<file path="config.mk">
export PLATFORM = sky130hd
export DESIGN_NAME = tols_top
export DESIGN_NICKNAME = d
export VERILOG_FILES = /design/src/logic/tols_pkg.sv /design/src/logic/tols_operand_select.sv /design/src/logic/tols_shift_core.sv /design/src/logic/tols_top.sv
export SDC_FILE = /design/constraint.sdc
export NUM_CORES = 1
export LEC_CHECK = 0
export BUFFER_PORTS_ARGS = -buffer_cell sky130_fd_sc_hd__buf_2
export CAP_MARGIN = 20
export CORE_ASPECT_RATIO = 2
export CORE_UTILIZATION = 50
export CTS_CLUSTER_SIZE = 12
export DETAILED_ROUTE_END_ITERATION = 8
export PLACE_DENSITY = 0.76
export SLEW_MARGIN = 20
export SYNTH_ARGS = -nofsm -noshare
export SYNTH_HDL_FRONTEND = slang
export SYNTH_HIERARCHICAL = 1
export SYNTH_SLANG_ARGS = --single-unit
</file>
<file path="constraint.sdc">
create_clock -name clk -period 3.1 [get_ports clk]
set_input_delay 0.155 -clock clk [delete_from_list [all_inputs] [get_ports clk]]
set_output_delay 0.155 -clock clk [all_outputs]
set_load 0.05 [all_outputs]
</file>
<file path="src/logic/tols_pkg.sv">
// Shared constants and types for the three-operand logical shift
package tols_pkg;

  ////////////////////////////////////////////////////////////////////////////
  // Widths
  localparam int DATA_W = 32;
  localparam int COUNT_W = 7;
  localparam int REG_W = 5;
  localparam int FIELD_W = 8;
  localparam int MODE_W = 2;
  localparam int AUX_W = 3;
  localparam int OPC_W = 9;
  localparam int DISP_SEL_W = 2;

  ////////////////////////////////////////////////////////////////////////////
  // Instruction word layout
  localparam logic [OPC_W-1:0] OPCODE_PREFIX = 9'h048;
  localparam int OPC_LO = 23;
  localparam int MODE_LO = 21;
  localparam int DST_LO = 16;
  localparam int SRC_LO = 8;
  localparam int CNT_LO = 0;

  ////////////////////////////////////////////////////////////////////////////
  // Operand mode bits and destination limits
  localparam int SRC_MEM_BIT = 0;
  localparam int CNT_MEM_BIT = 1;
  localparam logic [REG_W-1:0] LOW_REG_COUNT = 5'h08;
  localparam logic [REG_W-1:0] DST_LAST = 5'h1b;

  ////////////////////////////////////////////////////////////////////////////
  // Indirect displacement select codes, top bits of the operand field
  localparam logic [DISP_SEL_W-1:0] DISP_SEL_ONE = 2'h0;
  localparam logic [DISP_SEL_W-1:0] DISP_SEL_INDEX_ZERO = 2'h1;
  localparam logic [DISP_SEL_W-1:0] DISP_SEL_INDEX_ONE = 2'h2;

  ////////////////////////////////////////////////////////////////////////////
  // Types
  typedef enum logic [1:0] {DISP_ZERO, DISP_ONE, DISP_INDEX_ZERO, DISP_INDEX_ONE} tols_disp_type;

  typedef struct packed {
    logic latchedUnderflowFlag;
    logic latchedOverflowFlag;
    logic underflowFlag;
    logic n;
    logic z;
    logic v;
    logic c;
  } tols_flags_type;

  typedef struct packed {
    logic isMemory;
    logic [REG_W-1:0] regIndex;
    tols_disp_type disp;
    logic [AUX_W-1:0] auxIndex;
  } tols_operand_type;

  typedef struct packed {
    logic write;
    logic [REG_W-1:0] dst;
    logic [DATA_W-1:0] data;
  } tols_result_type;

  typedef struct packed {
    tols_result_type result;
    logic flagsWrite;
    tols_flags_type flags;
    tols_operand_type srcOp;
    tols_operand_type cntOp;
    logic badInstr;
  } tols_state_type;

  ////////////////////////////////////////////////////////////////////////////
  // Destination in the low result registers
  function automatic logic isLowReg(input logic [REG_W-1:0] r);
    return r < LOW_REG_COUNT;
  endfunction

endpackage

</file>
<file path="src/logic/tols_operand_select.sv">
// Operand field decode: register or indirect memory operand
`timescale 1ns/10ps
module tols_operand_select
  import tols_pkg::*;
#(
  parameter int MEM_BIT = SRC_MEM_BIT
)
(
  // Mode and operand field
  input wire logic [MODE_W-1:0] mode,
  input wire logic [FIELD_W-1:0] field,
  // Decoded operand
  output tols_operand_type operand
);

  always_comb begin
    operand.isMemory = mode[MEM_BIT];
    operand.regIndex = field[REG_W-1:0];
    operand.auxIndex = field[AUX_W-1:0];
    unique case (field[FIELD_W-1 -: DISP_SEL_W])
      DISP_SEL_ONE: operand.disp = DISP_ONE;
      DISP_SEL_INDEX_ZERO: operand.disp = DISP_INDEX_ZERO;
      DISP_SEL_INDEX_ONE: operand.disp = DISP_INDEX_ONE;
      default: operand.disp = DISP_ZERO;
    endcase
  end

endmodule

</file>
<file path="src/logic/tols_shift_core.sv">
// Logical shift by a signed seven-bit count with carry out
`timescale 1ns/10ps
module tols_shift_core
  import tols_pkg::*;
#(
  parameter int WIDTH = DATA_W,
  parameter int CW = COUNT_W
)
(
  // Operands
  input wire logic [WIDTH-1:0] source,
  input wire logic [CW-1:0] count,
  // Shifted value and last bit out
  output logic [WIDTH-1:0] result,
  output logic carry
);

  logic [2*WIDTH-1:0] wide;
  logic [CW-1:0] magnitude;

  always_comb begin
    magnitude = '0;
    wide = '0;
    if (count[CW-1]) begin
      // Right shift, zeros enter at the top
      magnitude = CW'(-count);
      wide = {source, {WIDTH{1'b0}}} >> magnitude;
      result = wide[2*WIDTH-1:WIDTH];
      carry = wide[WIDTH-1];
    end else begin
      // Left shift, zero count leaves source and clears carry
      wide = {{WIDTH{1'b0}}, source} << count;
      result = wide[WIDTH-1:0];
      carry = wide[WIDTH];
    end
  end

endmodule

</file>
<file path="src/logic/tols_top.sv">
// Execute-stage datapath of the three-operand logical shift
//
// Overview of operation
// - Shift amount is the low seven count bits, read as signed.
// - Positive count: source copy shifted left into destination, zeros in.
// - Left shift: bits leave the top through carry, zeros enter the bottom.
// - Negative count: source shifted right by the magnitude, zeros fill the top.
// - Right shift: bits leave the bottom through carry.
// - Zero count: no shift, carry cleared.
// - Source and result are unsigned; right shift never copies the sign.
// - Flags change only for low destinations; latched flags never change.
// - Flag update clears underflow and overflow, sets negative and zero from the result.
// - Carry takes the last bit out, zero for a zero count.
// - Saturation mode has no influence on result or flags.
// - Mode codes 00 and 10 take a register source, 01 and 11 memory.
// - Mode codes 00 and 01 take a register count, 10 and 11 memory.
`timescale 1ns/10ps
module tols_top
  import tols_pkg::*;
(
  // Clock and reset
  input wire logic clk,
  input wire logic rst_b,
  // Issue from decoder
  input wire logic issue,
  input wire logic [DATA_W-1:0] instr,
  // Operand values
  input wire logic [DATA_W-1:0] srcRegData,
  input wire logic [DATA_W-1:0] srcMemData,
  input wire logic [DATA_W-1:0] countRegData,
  input wire logic [DATA_W-1:0] countMemData,
  // Current status
  input wire tols_flags_type statusIn,
  // Result write
  output tols_result_type result,
  // Status write
  output logic flagsWrite,
  output tols_flags_type flagsOut,
  // Operand paths taken
  output tols_operand_type srcPath,
  output tols_operand_type countPath,
  // Rejected instruction
  output logic badInstr
);

  ////////////////////////////////////////////////////////////////////////////
  // Reset release

  logic [1:0] resetSync;
  logic rstSyncB;

  always_ff @(posedge clk or negedge rst_b) begin
    if (!rst_b) begin
      resetSync <= 2'h0;
    end else begin
      resetSync <= {resetSync[0], 1'b1};
    end
  end

  assign rstSyncB = resetSync[1];

  ////////////////////////////////////////////////////////////////////////////
  // Instruction fields

  logic [OPC_W-1:0] opcode;
  logic [MODE_W-1:0] mode;
  logic [REG_W-1:0] dstIndex;
  logic [FIELD_W-1:0] srcField;
  logic [FIELD_W-1:0] cntField;
  logic instrOk;

  assign opcode = instr[OPC_LO +: OPC_W];
  assign mode = instr[MODE_LO +: MODE_W];
  assign dstIndex = instr[DST_LO +: REG_W];
  assign srcField = instr[SRC_LO +: FIELD_W];
  assign cntField = instr[CNT_LO +: FIELD_W];
  assign instrOk = (opcode == OPCODE_PREFIX) && (dstIndex <= DST_LAST);

  ////////////////////////////////////////////////////////////////////////////
  // Operand selection

  tols_operand_type srcOperand;
  tols_operand_type cntOperand;
  logic [DATA_W-1:0] srcData;
  logic [DATA_W-1:0] countData;

  tols_operand_select #(
    .MEM_BIT(SRC_MEM_BIT)
  ) srcSelect (
    .mode(mode),
    .field(srcField),
    .operand(srcOperand)
  );

  tols_operand_select #(
    .MEM_BIT(CNT_MEM_BIT)
  ) cntSelect (
    .mode(mode),
    .field(cntField),
    .operand(cntOperand)
  );

  assign srcData = srcOperand.isMemory ? srcMemData : srcRegData;
  assign countData = cntOperand.isMemory ? countMemData : countRegData;

  ////////////////////////////////////////////////////////////////////////////
  // Shifter

  logic [DATA_W-1:0] shiftData;
  logic shiftCarry;

  tols_shift_core #(
    .WIDTH(DATA_W),
    .CW(COUNT_W)
  ) shifter (
    .source(srcData),
    .count(countData[COUNT_W-1:0]),
    .result(shiftData),
    .carry(shiftCarry)
  );

  ////////////////////////////////////////////////////////////////////////////
  // State

  tols_state_type state;
  tols_state_type next_state;

  always_comb begin
    next_state = state;
    next_state.result.write = 1'b0;
    next_state.flagsWrite = 1'b0;
    next_state.badInstr = 1'b0;
    if (issue) begin
      next_state.srcOp = srcOperand;
      next_state.cntOp = cntOperand;
      if (!instrOk) begin
        next_state.badInstr = 1'b1;
      end else begin
        // Written at the end of the single execute cycle
        next_state.result.write = 1'b1;
        next_state.result.dst = dstIndex;
        next_state.result.data = shiftData;
        // No saturation input: flags are never clamped
        next_state.flags = statusIn;
        if (isLowReg(dstIndex)) begin
          next_state.flagsWrite = 1'b1;
          next_state.flags.underflowFlag = 1'b0;
          next_state.flags.v = 1'b0;
          next_state.flags.n = shiftData[DATA_W-1];
          next_state.flags.z = (shiftData == '0);
          next_state.flags.c = shiftCarry;
        end
      end
    end
  end

  always_ff @(posedge clk or negedge rstSyncB) begin
    if (!rstSyncB) begin
      state <= '0;
    end else begin
      state <= next_state;
    end
  end

  assign result = state.result;
  assign flagsWrite = state.flagsWrite;
  assign flagsOut = state.flags;
  assign srcPath = state.srcOp;
  assign countPath = state.cntOp;
  assign badInstr = state.badInstr;

  ////////////////////////////////////////////////////////////////////////////
  // Checks

  logic chkLegal;
  logic chkLow;
  logic signed [COUNT_W-1:0] chkCount;
  logic [COUNT_W-1:0] chkMag;
  logic chkLeftOut;
  logic chkRightOut;

  assign chkLegal = issue && instrOk;
  assign chkLow = isLowReg(dstIndex);
  assign chkCount = countData[COUNT_W-1:0];
  assign chkMag = COUNT_W'(-chkCount);

  always_comb begin
    chkLeftOut = 1'b0;
    chkRightOut = 1'b0;
    if (chkCount > 0 && chkCount <= DATA_W) begin
      chkLeftOut = srcData[DATA_W - chkCount];
    end
    if (chkCount < 0 && chkMag <= DATA_W) begin
      chkRightOut = srcData[chkMag - 1];
    end
  end

  left_result_a:
    assert property (@(posedge clk) disable iff (!rstSyncB)
      chkLegal && chkCount > 0 |=>
        result.data == ($past(srcData) << $past(chkCount)))
    else $error("left shift result wrong");

  right_result_a:
    assert property (@(posedge clk) disable iff (!rstSyncB)
      chkLegal && chkCount < 0 |=>
        result.data == ($past(srcData) >> $past(chkMag)))
    else $error("right shift result wrong");

  low_count_a:
    assert property (@(posedge clk) disable iff (!rstSyncB)
      chkLegal && chkCount == 0 |=> result.data == $past(srcData))
    else $error("upper count bits changed the shift");

  left_carry_a:
    assert property (@(posedge clk) disable iff (!rstSyncB)
      chkLegal && chkLow && chkCount > 0 |=> flagsOut.c == $past(chkLeftOut))
    else $error("left carry is not the last bit out");

  right_carry_a:
    assert property (@(posedge clk) disable iff (!rstSyncB)
      chkLegal && chkLow && chkCount < 0 |=> flagsOut.c == $past(chkRightOut))
    else $error("right carry is not the last bit out");

  zero_carry_a:
    assert property (@(posedge clk) disable iff (!rstSyncB)
      chkLegal && chkLow && chkCount == 0 |=> flagsWrite && !flagsOut.c)
    else $error("zero count did not clear carry");

  no_sign_fill_a:
    assert property (@(posedge clk) disable iff (!rstSyncB)
      chkLegal && chkCount < 0 |=> !result.data[DATA_W-1])
    else $error("right shift copied the sign");

  high_dst_a:
    assert property (@(posedge clk) disable iff (!rstSyncB)
      chkLegal && !chkLow |=> result.write && !flagsWrite)
    else $error("flags written for a high destination");

  latched_keep_a:
    assert property (@(posedge clk) disable iff (!rstSyncB)
      flagsWrite |-> flagsOut.latchedUnderflowFlag == $past(statusIn.latchedUnderflowFlag)
        && flagsOut.latchedOverflowFlag == $past(statusIn.latchedOverflowFlag))
    else $error("latched flags were changed");

  flag_values_a:
    assert property (@(posedge clk) disable iff (!rstSyncB)
      flagsWrite |-> !flagsOut.underflowFlag && !flagsOut.v
        && flagsOut.n == result.data[DATA_W-1]
        && flagsOut.z == (result.data == '0))
    else $error("flag values wrong");

  src_select_a:
    assert property (@(posedge clk) disable iff (!rstSyncB)
      issue |=> srcPath.isMemory == $past(mode[SRC_MEM_BIT]))
    else $error("source path wrong");

  count_select_a:
    assert property (@(posedge clk) disable iff (!rstSyncB)
      issue |=> countPath.isMemory == $past(mode[CNT_MEM_BIT]))
    else $error("count path wrong");

  bad_word_a:
    assert property (@(posedge clk) disable iff (!rstSyncB)
      issue && opcode != OPCODE_PREFIX |=> badInstr && !result.write)
    else $error("foreign word was executed");

  one_cycle_a:
    assert property (@(posedge clk) disable iff (!rstSyncB)
      chkLegal ##1 !issue |-> result.write && result.dst == $past(dstIndex)
        ##1 !result.write && !flagsWrite)
    else $error("result not written in one cycle");

  high_dst_flags_a:
    assert property (@(posedge clk) disable iff (!rstSyncB)
      chkLegal && !chkLow |=> flagsOut == $past(statusIn))
    else $error("flags changed for a high destination");

  flags_hold_a:
    assert property (@(posedge clk) disable iff (!rstSyncB)
      !issue |=> $stable(flagsOut) && $stable(result.data))
    else $error("flags or result moved without an issue");

  long_dst_a:
    assert property (@(posedge clk) disable iff (!rstSyncB)
      issue && dstIndex > DST_LAST |=> badInstr && !result.write && !flagsWrite)
    else $error("destination above 27 was executed");

  src_port_a:
    assert property (@(posedge clk) disable iff (!rstSyncB)
      chkLegal && chkCount == 0 |=> result.data == ($past(mode[SRC_MEM_BIT])
        ? $past(srcMemData) : $past(srcRegData)))
    else $error("source taken from the wrong port");

  field_index_a:
    assert property (@(posedge clk) disable iff (!rstSyncB)
      issue |=> srcPath.regIndex == $past(srcField[REG_W-1:0])
        && countPath.auxIndex == $past(cntField[AUX_W-1:0]))
    else $error("operand field indexes wrong");

endmodule

</file>
# --- Word level (Yosys, flattened, before mapping) ---
# Index checks and enable logic that the tools add are counted.
classes:
  addsub: 1
  reduce_logical: 5
  n_lt_le_gt_ge: 2
  n_shift: 2
  n_eq_ne: 5
  mux: 11
ops:
  columns: ["cell", "count"]
  rows:
  - ["2-to-1 mux 69 bit", 1]
  - ["2-to-1 mux 32 bit", 2]
  - ["right shift 64 x 7 -> 64 bit", 1]
  - ["2-to-1 mux 46 bit", 1]
  - ["left shift 32 x 7 -> 33 bit", 1]
  - ["logical NOT 32 bit", 1]
  - ["case mux 2 bit (3 select lines)", 2]
  - ["== test 9 x 7 -> 1 bit (second input constant)", 1]
  - ["2-to-1 mux 7 bit", 1]
  - ["negator 7 bit", 1]
  - ["<= comparator 5 bit (second input constant)", 1]
  - ["less-than comparator 5 x 4 -> 1 bit (second input constant)", 1]
  - ["2-to-1 mux 5 bit", 1]
  - ["== test 2 x 1 -> 1 bit (second input constant)", 2]
  - ["== test 2 bit (second input constant)", 2]
  - ["logical NOT 2 bit", 2]
  - ["2-to-1 mux 1 bit", 3]
  - ["AND reduction 2 bit", 1]
  - ["logical AND 1 bit", 1]
totals:
  ff_bits: 71
  wordCells: 47
  input_bits: 170

# --- Depth between registers and ports, before layout ---
# Gate-level depths: netlist of run 1.
logic_depth:
  word_depth: 8
  mapped_depth: 22
  ltp_nobuf: 13

# --- By module ---
# Netlist of run 1, hierarchy kept.
modules_own_cells:
  columns: ["mod", "area_per_inst_um2", "n_inst", "seq_area_each_um2", "cells_each"]
  rows:
  - ["tols_shift_core", 3777.4, 1, 0.0, 487]
  - ["tols_top", 3308.2, 1, 1776.7, 223]
  - ["tols_operand_select", 122.6, 2, 0.0, 15]

# --- Least setup slack after synthesis of run 1 ---
# OpenSTA, ideal clock, no wires.
synth_path:
  path_type: "input port to flip-flop"
  from: "input instr[22]"
  to: "register state, in the netlist flagsOut[2]"
  stages: 21
  arrival_ps: 4374
  setup_ps: 67
  path_buffers: 8
  setup_slack_ps: -1340
  cell_sequence: "buf_4 clkbuf_1 mux2_2 buf_4 buf_6 buf_4 clkinv_1 buf_2 ha_1 buf_2 buf_1 mux4_2 mux2i_1 nand2_1 o21a_1 a22oi_1 o21ai_0 nor4_1 nand4_1 o31ai_1 mux2_2"
synth_via:
  elab_chain_len: 6
  word_cells_on_any_way: 7
  classes_between: "1 x add/sub; 2 x shift; 3 x mux; 1 x reduce/logical"
synth_lines:
  columns: ["item", "line_no", "rtl"]
  rows:
  - ["start, declared", "tols_top.sv:26", "input wire logic [DATA_W-1:0] instr,"]
  - ["2-to-1 mux 7 bit *", "tols_top.sv:104", "assign countData = cntOperand.isMemory ? countMemData : countRegData;"]
  - ["net countData[0]", "tols_top.sv:85", "logic [DATA_W-1:0] countData;"]
  - ["negator 7 bit", "tols_shift_core.sv:26", "magnitude = CW'(-count);"]
  - ["right shift 64 x 7 -> 64 bit", "tols_shift_core.sv:27", "wide = {source, {WIDTH{1'b0}}} >> magnitude;"]
  - ["2-to-1 mux 32 bit *", "tols_shift_core.sv:24", "if (count[CW-1]) begin"]
  - ["net shiftData[17]", "tols_top.sv:109", "logic [DATA_W-1:0] shiftData;"]
  - ["logical NOT 32 bit *", "tols_top.sv:150", "next_state.flags.z = (shiftData == '0);"]
  - ["2-to-1 mux 5 bit *", "tols_top.sv:145", "if (isLowReg(dstIndex)) begin"]
  - ["end signal, assigned", "tols_top.sv:161", "state <= next_state;"]
  - ["end, declared", "tols_top.sv:125", "tols_state_type state;"]
# The timed path passes the listed nets; every way through them passes the cells marked *.
# A chain may end at the register's enable or synchronous reset.

# --- Worst setup path after layout of run 1 ---
# Same ends and word-level chain as after synthesis.

==> impl_metrics.csv, run 1 <==
group,metric,value,unit
cts,cts_inserted_buffers,9,
place,globalplace.congestion,1.06,
outcome,violations,"negative setup slack",
pwr,p_per_area,439,mW/mm²
cts,path_clk_slew,0.05,ns
layout,finalNonFillerCells,1298,
grt,met2_usage,73.7,%
route,drt_wl_total,31600,µm
pwr,ir_worst_vdd,0.287,mV
layout,regArea,0.00178,mm²
synth,syn_area,0.00733,mm²
floorplan,rows,62,
route,vias,7773,
synth,synth.net_count,917,
floorplan,die_area,0.0152,mm²
critical_path,cp.depth,16,
place,placed_cells,1263,
sta,setup_viol,1,
grt,overflow,0,
layout,area_growth,46.2,%
grt,antenna_found_initial,1,
critical_path,startpoint,"instr[22]",
sta,fmax,318,MHz
synth,synth_seq_area_share,24.2,%
critical_path,critPathArrivalTime,3.35,ns
synth,avgSynthCellArea,9.91,µm²
route,postRouteAntennaNets,0,
critical_path,critPathKind,"primary input to register",
floorplan,core-area,0.0144,mm²
critical_path,critical_path.endpoint_type,"register",
route,drtPass1Iterations,5,
critical_path,r2r-end,"srcPath[3]$_DFFE_PN0P_",
synth,ys_warn_count,6,
place,portBuffers,186,
place,dpl.hpwl,24800,µm
sta,finalCritPeriodShare,101,%
grt,grt_usage,42.0,%
grt,use_met3,7.43,%
sta,slew_violations,0,
critical_path,regToRegSetupSlack,2.09,ns
synth,syn_inst,740,
synth,ys_types,65,
sta,worst_slew_pin_slew,0.836,ns
route,drcViolationCount,0,
critical_path,cpMaxStageDelayCell,"nor3b_1",
route,routed_via_density,5.99,
critical_path,slowest_delay,0.51,ns
outcome,status,"finished with violations",
synth,synth_edf_count,0,
layout,diodes,0,
critical_path,crit_buf_inv,5,
sta,tns,-0.0460,ns
cts,clockRootBuffer,"clkbuf_16",
synth,ys_async_sr_fraction,100,%
synth,ys.flop_type,"dfrtp_1",
sta,fin_ws,-0.0460,ns
sta,rsz0062_at_grt,"true",
cts,cts.htree.levels,3,
layout,layout-drive-gt1-share,60.7,%
layout,nFillCells,1058,
place,placed_area,0.00986,mm²
sta,relSlewSlack,44.3,%
flow_run,max_cap_violations,0,
layout,postLayoutCellArea,0.0107,mm²
worst_hold_path,hold_class,"primary input to register",
layout,final_core_util,74.7,%
sta,hold_viol,0,
grt,grt_use_met1,36.7,%
layout,multi_input_area,0.00536,mm²
sta,min_period,3.15,ns
route,wl_per_cell,24.3,µm
floorplan,io_pins,239,
pwr,cellLeakagePower,5.27,nW
route,drt_iter0_drc,503,
critical_path,r2r_start,"resetSync[1]$_DFF_PN0_",
grt,grt_pass1_vias,8205,
critical_path,critPathCapture,"flagsOut[2]$_DFFE_PN0P_",
critical_path,crit_family,"simple AND/OR/NAND/NOR gates",
critical_path,crit_chain,"buf_8 -> mux2_4 -> clkinv_8 -> ha_4 -> buf_4 -> buf_6 -> nor3b_1 -> buf_4 -> nand2_1 -> a31oi_1 -> nand2_1 -> o211ai_1 -> nor4_2 -> nand4_1 -> o31ai_2 -> mux2_4",
floorplan,die-height,173,µm
cts,cts.path.max_buffers,2,
cts,cts_tree,"done",
floorplan,die_w,87.6,µm
cts,cts.sinks,71,
critical_path,cp.required,3.31,ns
cts,clock_latency,0.33,ns
sta,finClkSkew,0.00464,ns
critical_path,worstRegToRegCells,1,
critical_path,crit_path_max_fanout,9,
grt,grt-busiest-layer,"met2",
floorplan,start_util,51.1,%
synth,ys_ff_latch,71,
critical_path,start_kind,"primary input",
grt,grt_first_pass_wirelength,46300,µm
grt,grt_max_degree,70,
layout,fin_nets,1278,
## cell type report
type / count / area share, %
multi-input cells: 577 / 50.1
repair buffers: 430 / 27.5
flip-flops and latches: 71 / 16.6
well taps: 192 / 2.24
clock buffers: 10 / 2.23
clock inverters: 6 / 0.864
inverters: 12 / 0.537
## metrics by stage
step | setup slack (ns) | power, mW | hold slack (ns)
floorplan | -0.454 | 2.28 | -0.141
global placement | -0.747 | 3.30 | -0.0589
detailed placement | -0.760 | 3.31 | -0.0556
CTS | 0.0000884 | 4.53 | 0.0434
global route | -0.171 | 4.88 | 0.0394
finish | -0.0460 | 4.70 | 0.0499
## worst min-delay path by stage
stage	startpoint	slack [ns]	end	cells past startpoint
after floorplan	rst_b	-0.14	resetSync[0]$_DFF_PN0_	0
after global placement	rst_b	-0.06	resetSync[0]$_DFF_PN0_	1
after detailed placement	rst_b	-0.06	resetSync[0]$_DFF_PN0_	1
after CTS	instr[19]	0.04	flagsWrite$_DFF_PN0_	2
after global routing	instr[19]	0.04	flagsWrite$_DFF_PN0_	2
final	instr[19]	0.05	flagsWrite$_DFF_PN0_	2
## synth_stat cells, types with 5 or more instances
master / number / share of area [%]
mux2_4: 22 / 4.5
a22oi_1: 9 / 0.92
a21oi_1: 20 / 1.4
mux2i_1: 70 / 9.6
nand2_1: 89 / 4.6
clkbuf_1: 30 / 1.5
a211oi_1: 11 / 1.1
buf_2: 15 / 1.0
dfrtp_1: 71 / 24
o22ai_1: 5 / 0.43
ha_1: 7 / 1.2
buf_4: 23 / 2.4
a31oi_1: 6 / 0.51
buf_6: 8 / 1.2
o211ai_1: 15 / 1.5
mux2_2: 110 / 17
inv_1: 10 / 0.51
nor4_1: 10 / 0.85
nand3_1: 11 / 0.75
o21ai_1: 9 / 0.61
o211ai_2: 5 / 0.85
o21ai_0: 33 / 2.3
nor2_1: 28 / 1.4
mux4_2: 33 / 10
## metal layers
layer  vias to the layer above  routed length (µm)  part of all wire, %
li1                       3488                   -                    -
met1                      3707                9600                   30
met2                       404               16100                   51
met3                       172                1730                  5.5
met4                         2                4100                   13
met5                         -                   9                0.029
## power breakdown
part	internal, mW	total (mW)	switching, mW
combinational	1.23	2.60	1.38
clock	0.730	1.11	0.383
sequential	0.969	0.989	0.0205
total	2.92	4.70	1.78
## cells by family (layout without fill, tap and decap cells)
| logic type | after synthesis | after routing | share of synthesized area, % |
|---|---|---|---|
| adders and majority gates | 7 | 7 | 1.19 |
| xor gates and xnor gates | 6 | 6 | 0.819 |
| AOI/OAI and AO/OA | 148 | 148 | 14.0 |
| muxes | 236 | 236 | 41.3 |
| and+or+nand+nor | 179 | 179 | 11.5 |
| other | 1 | 1 | 0.0512 |
| DFF | 71 | 71 | 24.2 |
| buffers and inverters | 92 | 458 | 6.96 |
## layout by cell type, fill, tap and decap left out, types with 15 or more instances in the layout
cell type | synthesis | final
buf_4 | 23 | 228
buf_2 | 15 | 185
mux2_2 | 110 | 101
nand2_1 | 89 | 88
dfrtp_1 | 71 | 70
mux2i_1 | 70 | 52
mux4_2 | 33 | 33
mux2_4 | 22 | 31
nor2_1 | 28 | 27
o21ai_0 | 33 | 24
a21oi_1 | 20 | 18
o211ai_1 | 15 | 15
## repair_timing
action | in CTS | in global routing
endpoints found under the hold margin | 2 | 0
setup endpoints to repair | 1 | 1
resized for setup | 26 | 44
pin swaps | 9 | 13
cloned | 2 | 0
buffers inserted | 8 | 9
hold buffers | 1 | 0
## state kept, by name, summed over array words and instances (netlist names)
name / cells
badInstr: 1
countPath: 11
flagsOut: 7
flagsWrite: 1
resetSync: 2
result: 38
srcPath: 11
(Power assumes the default switching activity.)
==> run 2, diff against run 1 <==
--- a/config.mk
+++ b/config.mk
@@ -8,10 +8,10 @@
 export BUFFER_PORTS_ARGS = -buffer_cell sky130_fd_sc_hd__buf_2
 export CAP_MARGIN = 20
 export CORE_ASPECT_RATIO = 2
-export CORE_UTILIZATION = 50
+export CORE_UTILIZATION = 30
 export CTS_CLUSTER_SIZE = 12
 export DETAILED_ROUTE_END_ITERATION = 8
-export PLACE_DENSITY = 0.76
+export PLACE_DENSITY = 0.49
 export SLEW_MARGIN = 20
 export SYNTH_ARGS = -nofsm -noshare
 export SYNTH_HDL_FRONTEND = slang
==> run 2 against run 1 <==
Net effect:
- the run now ends clean
- combinational power shrank 3%
- largest power group unchanged
- worst setup slack gained 0.076 ns
- non-clock buffer count shrank 13
- global-route usage shrank 16 points
- critical path depth grew 1
==> impl_metrics.csv, run 2 (synthesized netlist as in run 1, its figures left out) <==
group,metric,value,unit
outcome,status,"finished clean",
grt,antenna_found_initial,0,
sta,min_period,3.07,ns
pwr,p_per_area,428,mW/mm²
grt,grt_first_pass_wirelength,46800,µm
floorplan,die-height,223,µm
place,portBuffers,186,
critical_path,critPathArrivalTime,3.35,ns
pwr,ir_worst_vdd,0.226,mV
layout,diodes,0,
grt,grt_max_degree,70,
route,drtPass1Iterations,4,
floorplan,rows,80,
sta,slew_violations,0,
layout,fin_nets,1265,
layout,nFillCells,2337,
critical_path,r2r-end,"countPath[6]$_DFFE_PN0P_",
critical_path,critical_path.endpoint_type,"register",
layout,largest_reg_flops,38,
sta,finalCritPeriodShare,99.0,%
critical_path,critPathCapture,"flagsOut[2]$_DFFE_PN0P_",
route,drt_wl_total,32400,µm
route,wl_per_cell,23.4,µm
cts,clock_latency,0.34,ns
critical_path,worstRegToRegCells,0,
sta,finClkSkew,0.00521,ns
sta,hold_viol,0,
route,routed_via_density,5.37,
critical_path,r2r_start,"resetSync[1]$_DFF_PN0_",
worst_hold_path,hold-path-cell-count,2,
critical_path,regToRegSetupSlack,2.01,ns
critical_path,cpMaxStageDelayCell,"nor4_4",
sta,setup_viol,0,
grt,overflow,0,
cts,cts.htree.levels,3,
cts,cts_tree,"done",
floorplan,start_util,30.6,%
sta,worst_slew_pin_slew,0.937,ns
layout,layout_commonest_cell,"buf_4",
pwr,power.total,4.55,mW
place,dpl.hpwl,26700,µm
sta,fin_ws,0.0296,ns
critical_path,startpoint,"instr[22]",
cts,cts_inserted_buffers,9,
floorplan,core-area,0.0239,mm²
critical_path,crit_buf_inv,5,
floorplan,die_w,113,µm
place,globalplace.congestion,0.965,
layout,final_cell_mix,"214 x buf_4, 185 x buf_2, 102 x mux2_2",
cts,clockRootBuffer,"clkbuf_16",
critical_path,crit_family,"multiplexers",
critical_path,start_kind,"primary input",
floorplan,die_area,0.0251,mm²
place,pre_cts_slack,-0.634,ns
grt,grt_pass1_vias,7660,
cts,cts.path.max_buffers,2,
sta,relSlewSlack,37.6,%
cts,path_clk_slew,0.05,ns
layout,final_core_util,44.3,%
flow_run,max_cap_violations,0,
route,drcViolationCount,0,
critical_path,slowest_delay,0.37,ns
critical_path,crit_chain,"buf_6 -> mux2_4 -> clkinv_8 -> ha_4 -> buf_6 -> buf_4 -> mux2i_1 -> mux2i_1 -> buf_4 -> nand2_1 -> a31oi_1 -> nand2_1 -> o211ai_1 -> nor4_4 -> nand4_1 -> o31ai_2 -> mux2_4",
floorplan,io_pins,239,
critical_path,critPathKind,"primary input to register",
pwr,cellLeakagePower,5.18,nW
sta,whs,0.0139,ns
route,drt_iter0_drc,241,
critical_path,crit_path_max_fanout,7,
cts,cts.sinks,71,
grt,grt_usage,25.5,%
critical_path,cp.depth,17,
critical_path,cp.required,3.38,ns
sta,fmax,326,MHz
route,vias,7417,
worst_hold_path,hold_class,"primary input to register",
layout,area_growth,44.7,%
route,postRouteAntennaNets,0,
layout,layout-drive-gt1-share,58.6,%
==> run 2: repair_timing <==
action	4_1_cts	5_1_grt
gates resized for setup	9	38
pin swaps	2	15
endpoints found under the setup margin	1	1
cloned	0	1
endpoints found under the hold margin	2	0
setup buffers	3	13
hold buffers	1	0
==> run 2: metal layers <==
| metal | vias to the layer above | share of wire (%) | global-route usage [%] |
|---|---|---|---|
| met5 | - | 0 | 0 |
| met4 | 0 | 9.9 | 21.8 |
| met3 | 113 | 2.8 | 1.98 |
| met2 | 269 | 56 | 50.6 |
| met1 | 3572 | 32 | 22.7 |
| li1 | 3463 | - | - |
==> run 2: cell type report <==
type | instances | area, µm² | area share, %
well taps | 287 | 359 | 3.38
clock inverters | 6 | 60.1 | 0.566
inverters | 12 | 60.1 | 0.566
multi-input cells | 577 | 5270 | 49.7
repair buffers | 417 | 2840 | 26.8
clock buffers | 10 | 239 | 2.25
flip-flops and latches | 71 | 1780 | 16.8
==> run 2: worst min-delay path by stage <==
stage / from / end
after global placement: rst_b / resetSync[0]$_DFF_PN0_
after global routing: instr[20] / flagsWrite$_DFF_PN0_
after detailed placement: rst_b / resetSync[0]$_DFF_PN0_
final: instr[20] / flagsWrite$_DFF_PN0_
after CTS: instr[20] / flagsWrite$_DFF_PN0_
after floorplan: rst_b / resetSync[0]$_DFF_PN0_
==> run 2: power by group <==
part,total [mW],leakage [nW],switching (mW),internal (mW)
Clock,1.03,0.144,0.392,0.640
Sequential,1.00,0.934,0.0356,0.969
Combinational,2.51,4.10,1.33,1.18
Total,4.55,5.18,1.76,2.79
==> run 2: through the flow <==
step / TNS, ns / std cells / instance area, µm²
global route: -0.0605 / 1380 / 10600
global placement: -1.27 / 1346 / 9940
finish: 0 / 1380 / 10600
detailed placement: -1.16 / 1346 / 9940
CTS: 0 / 1366 / 10300
floorplan: -0.607 / 740 / 7490
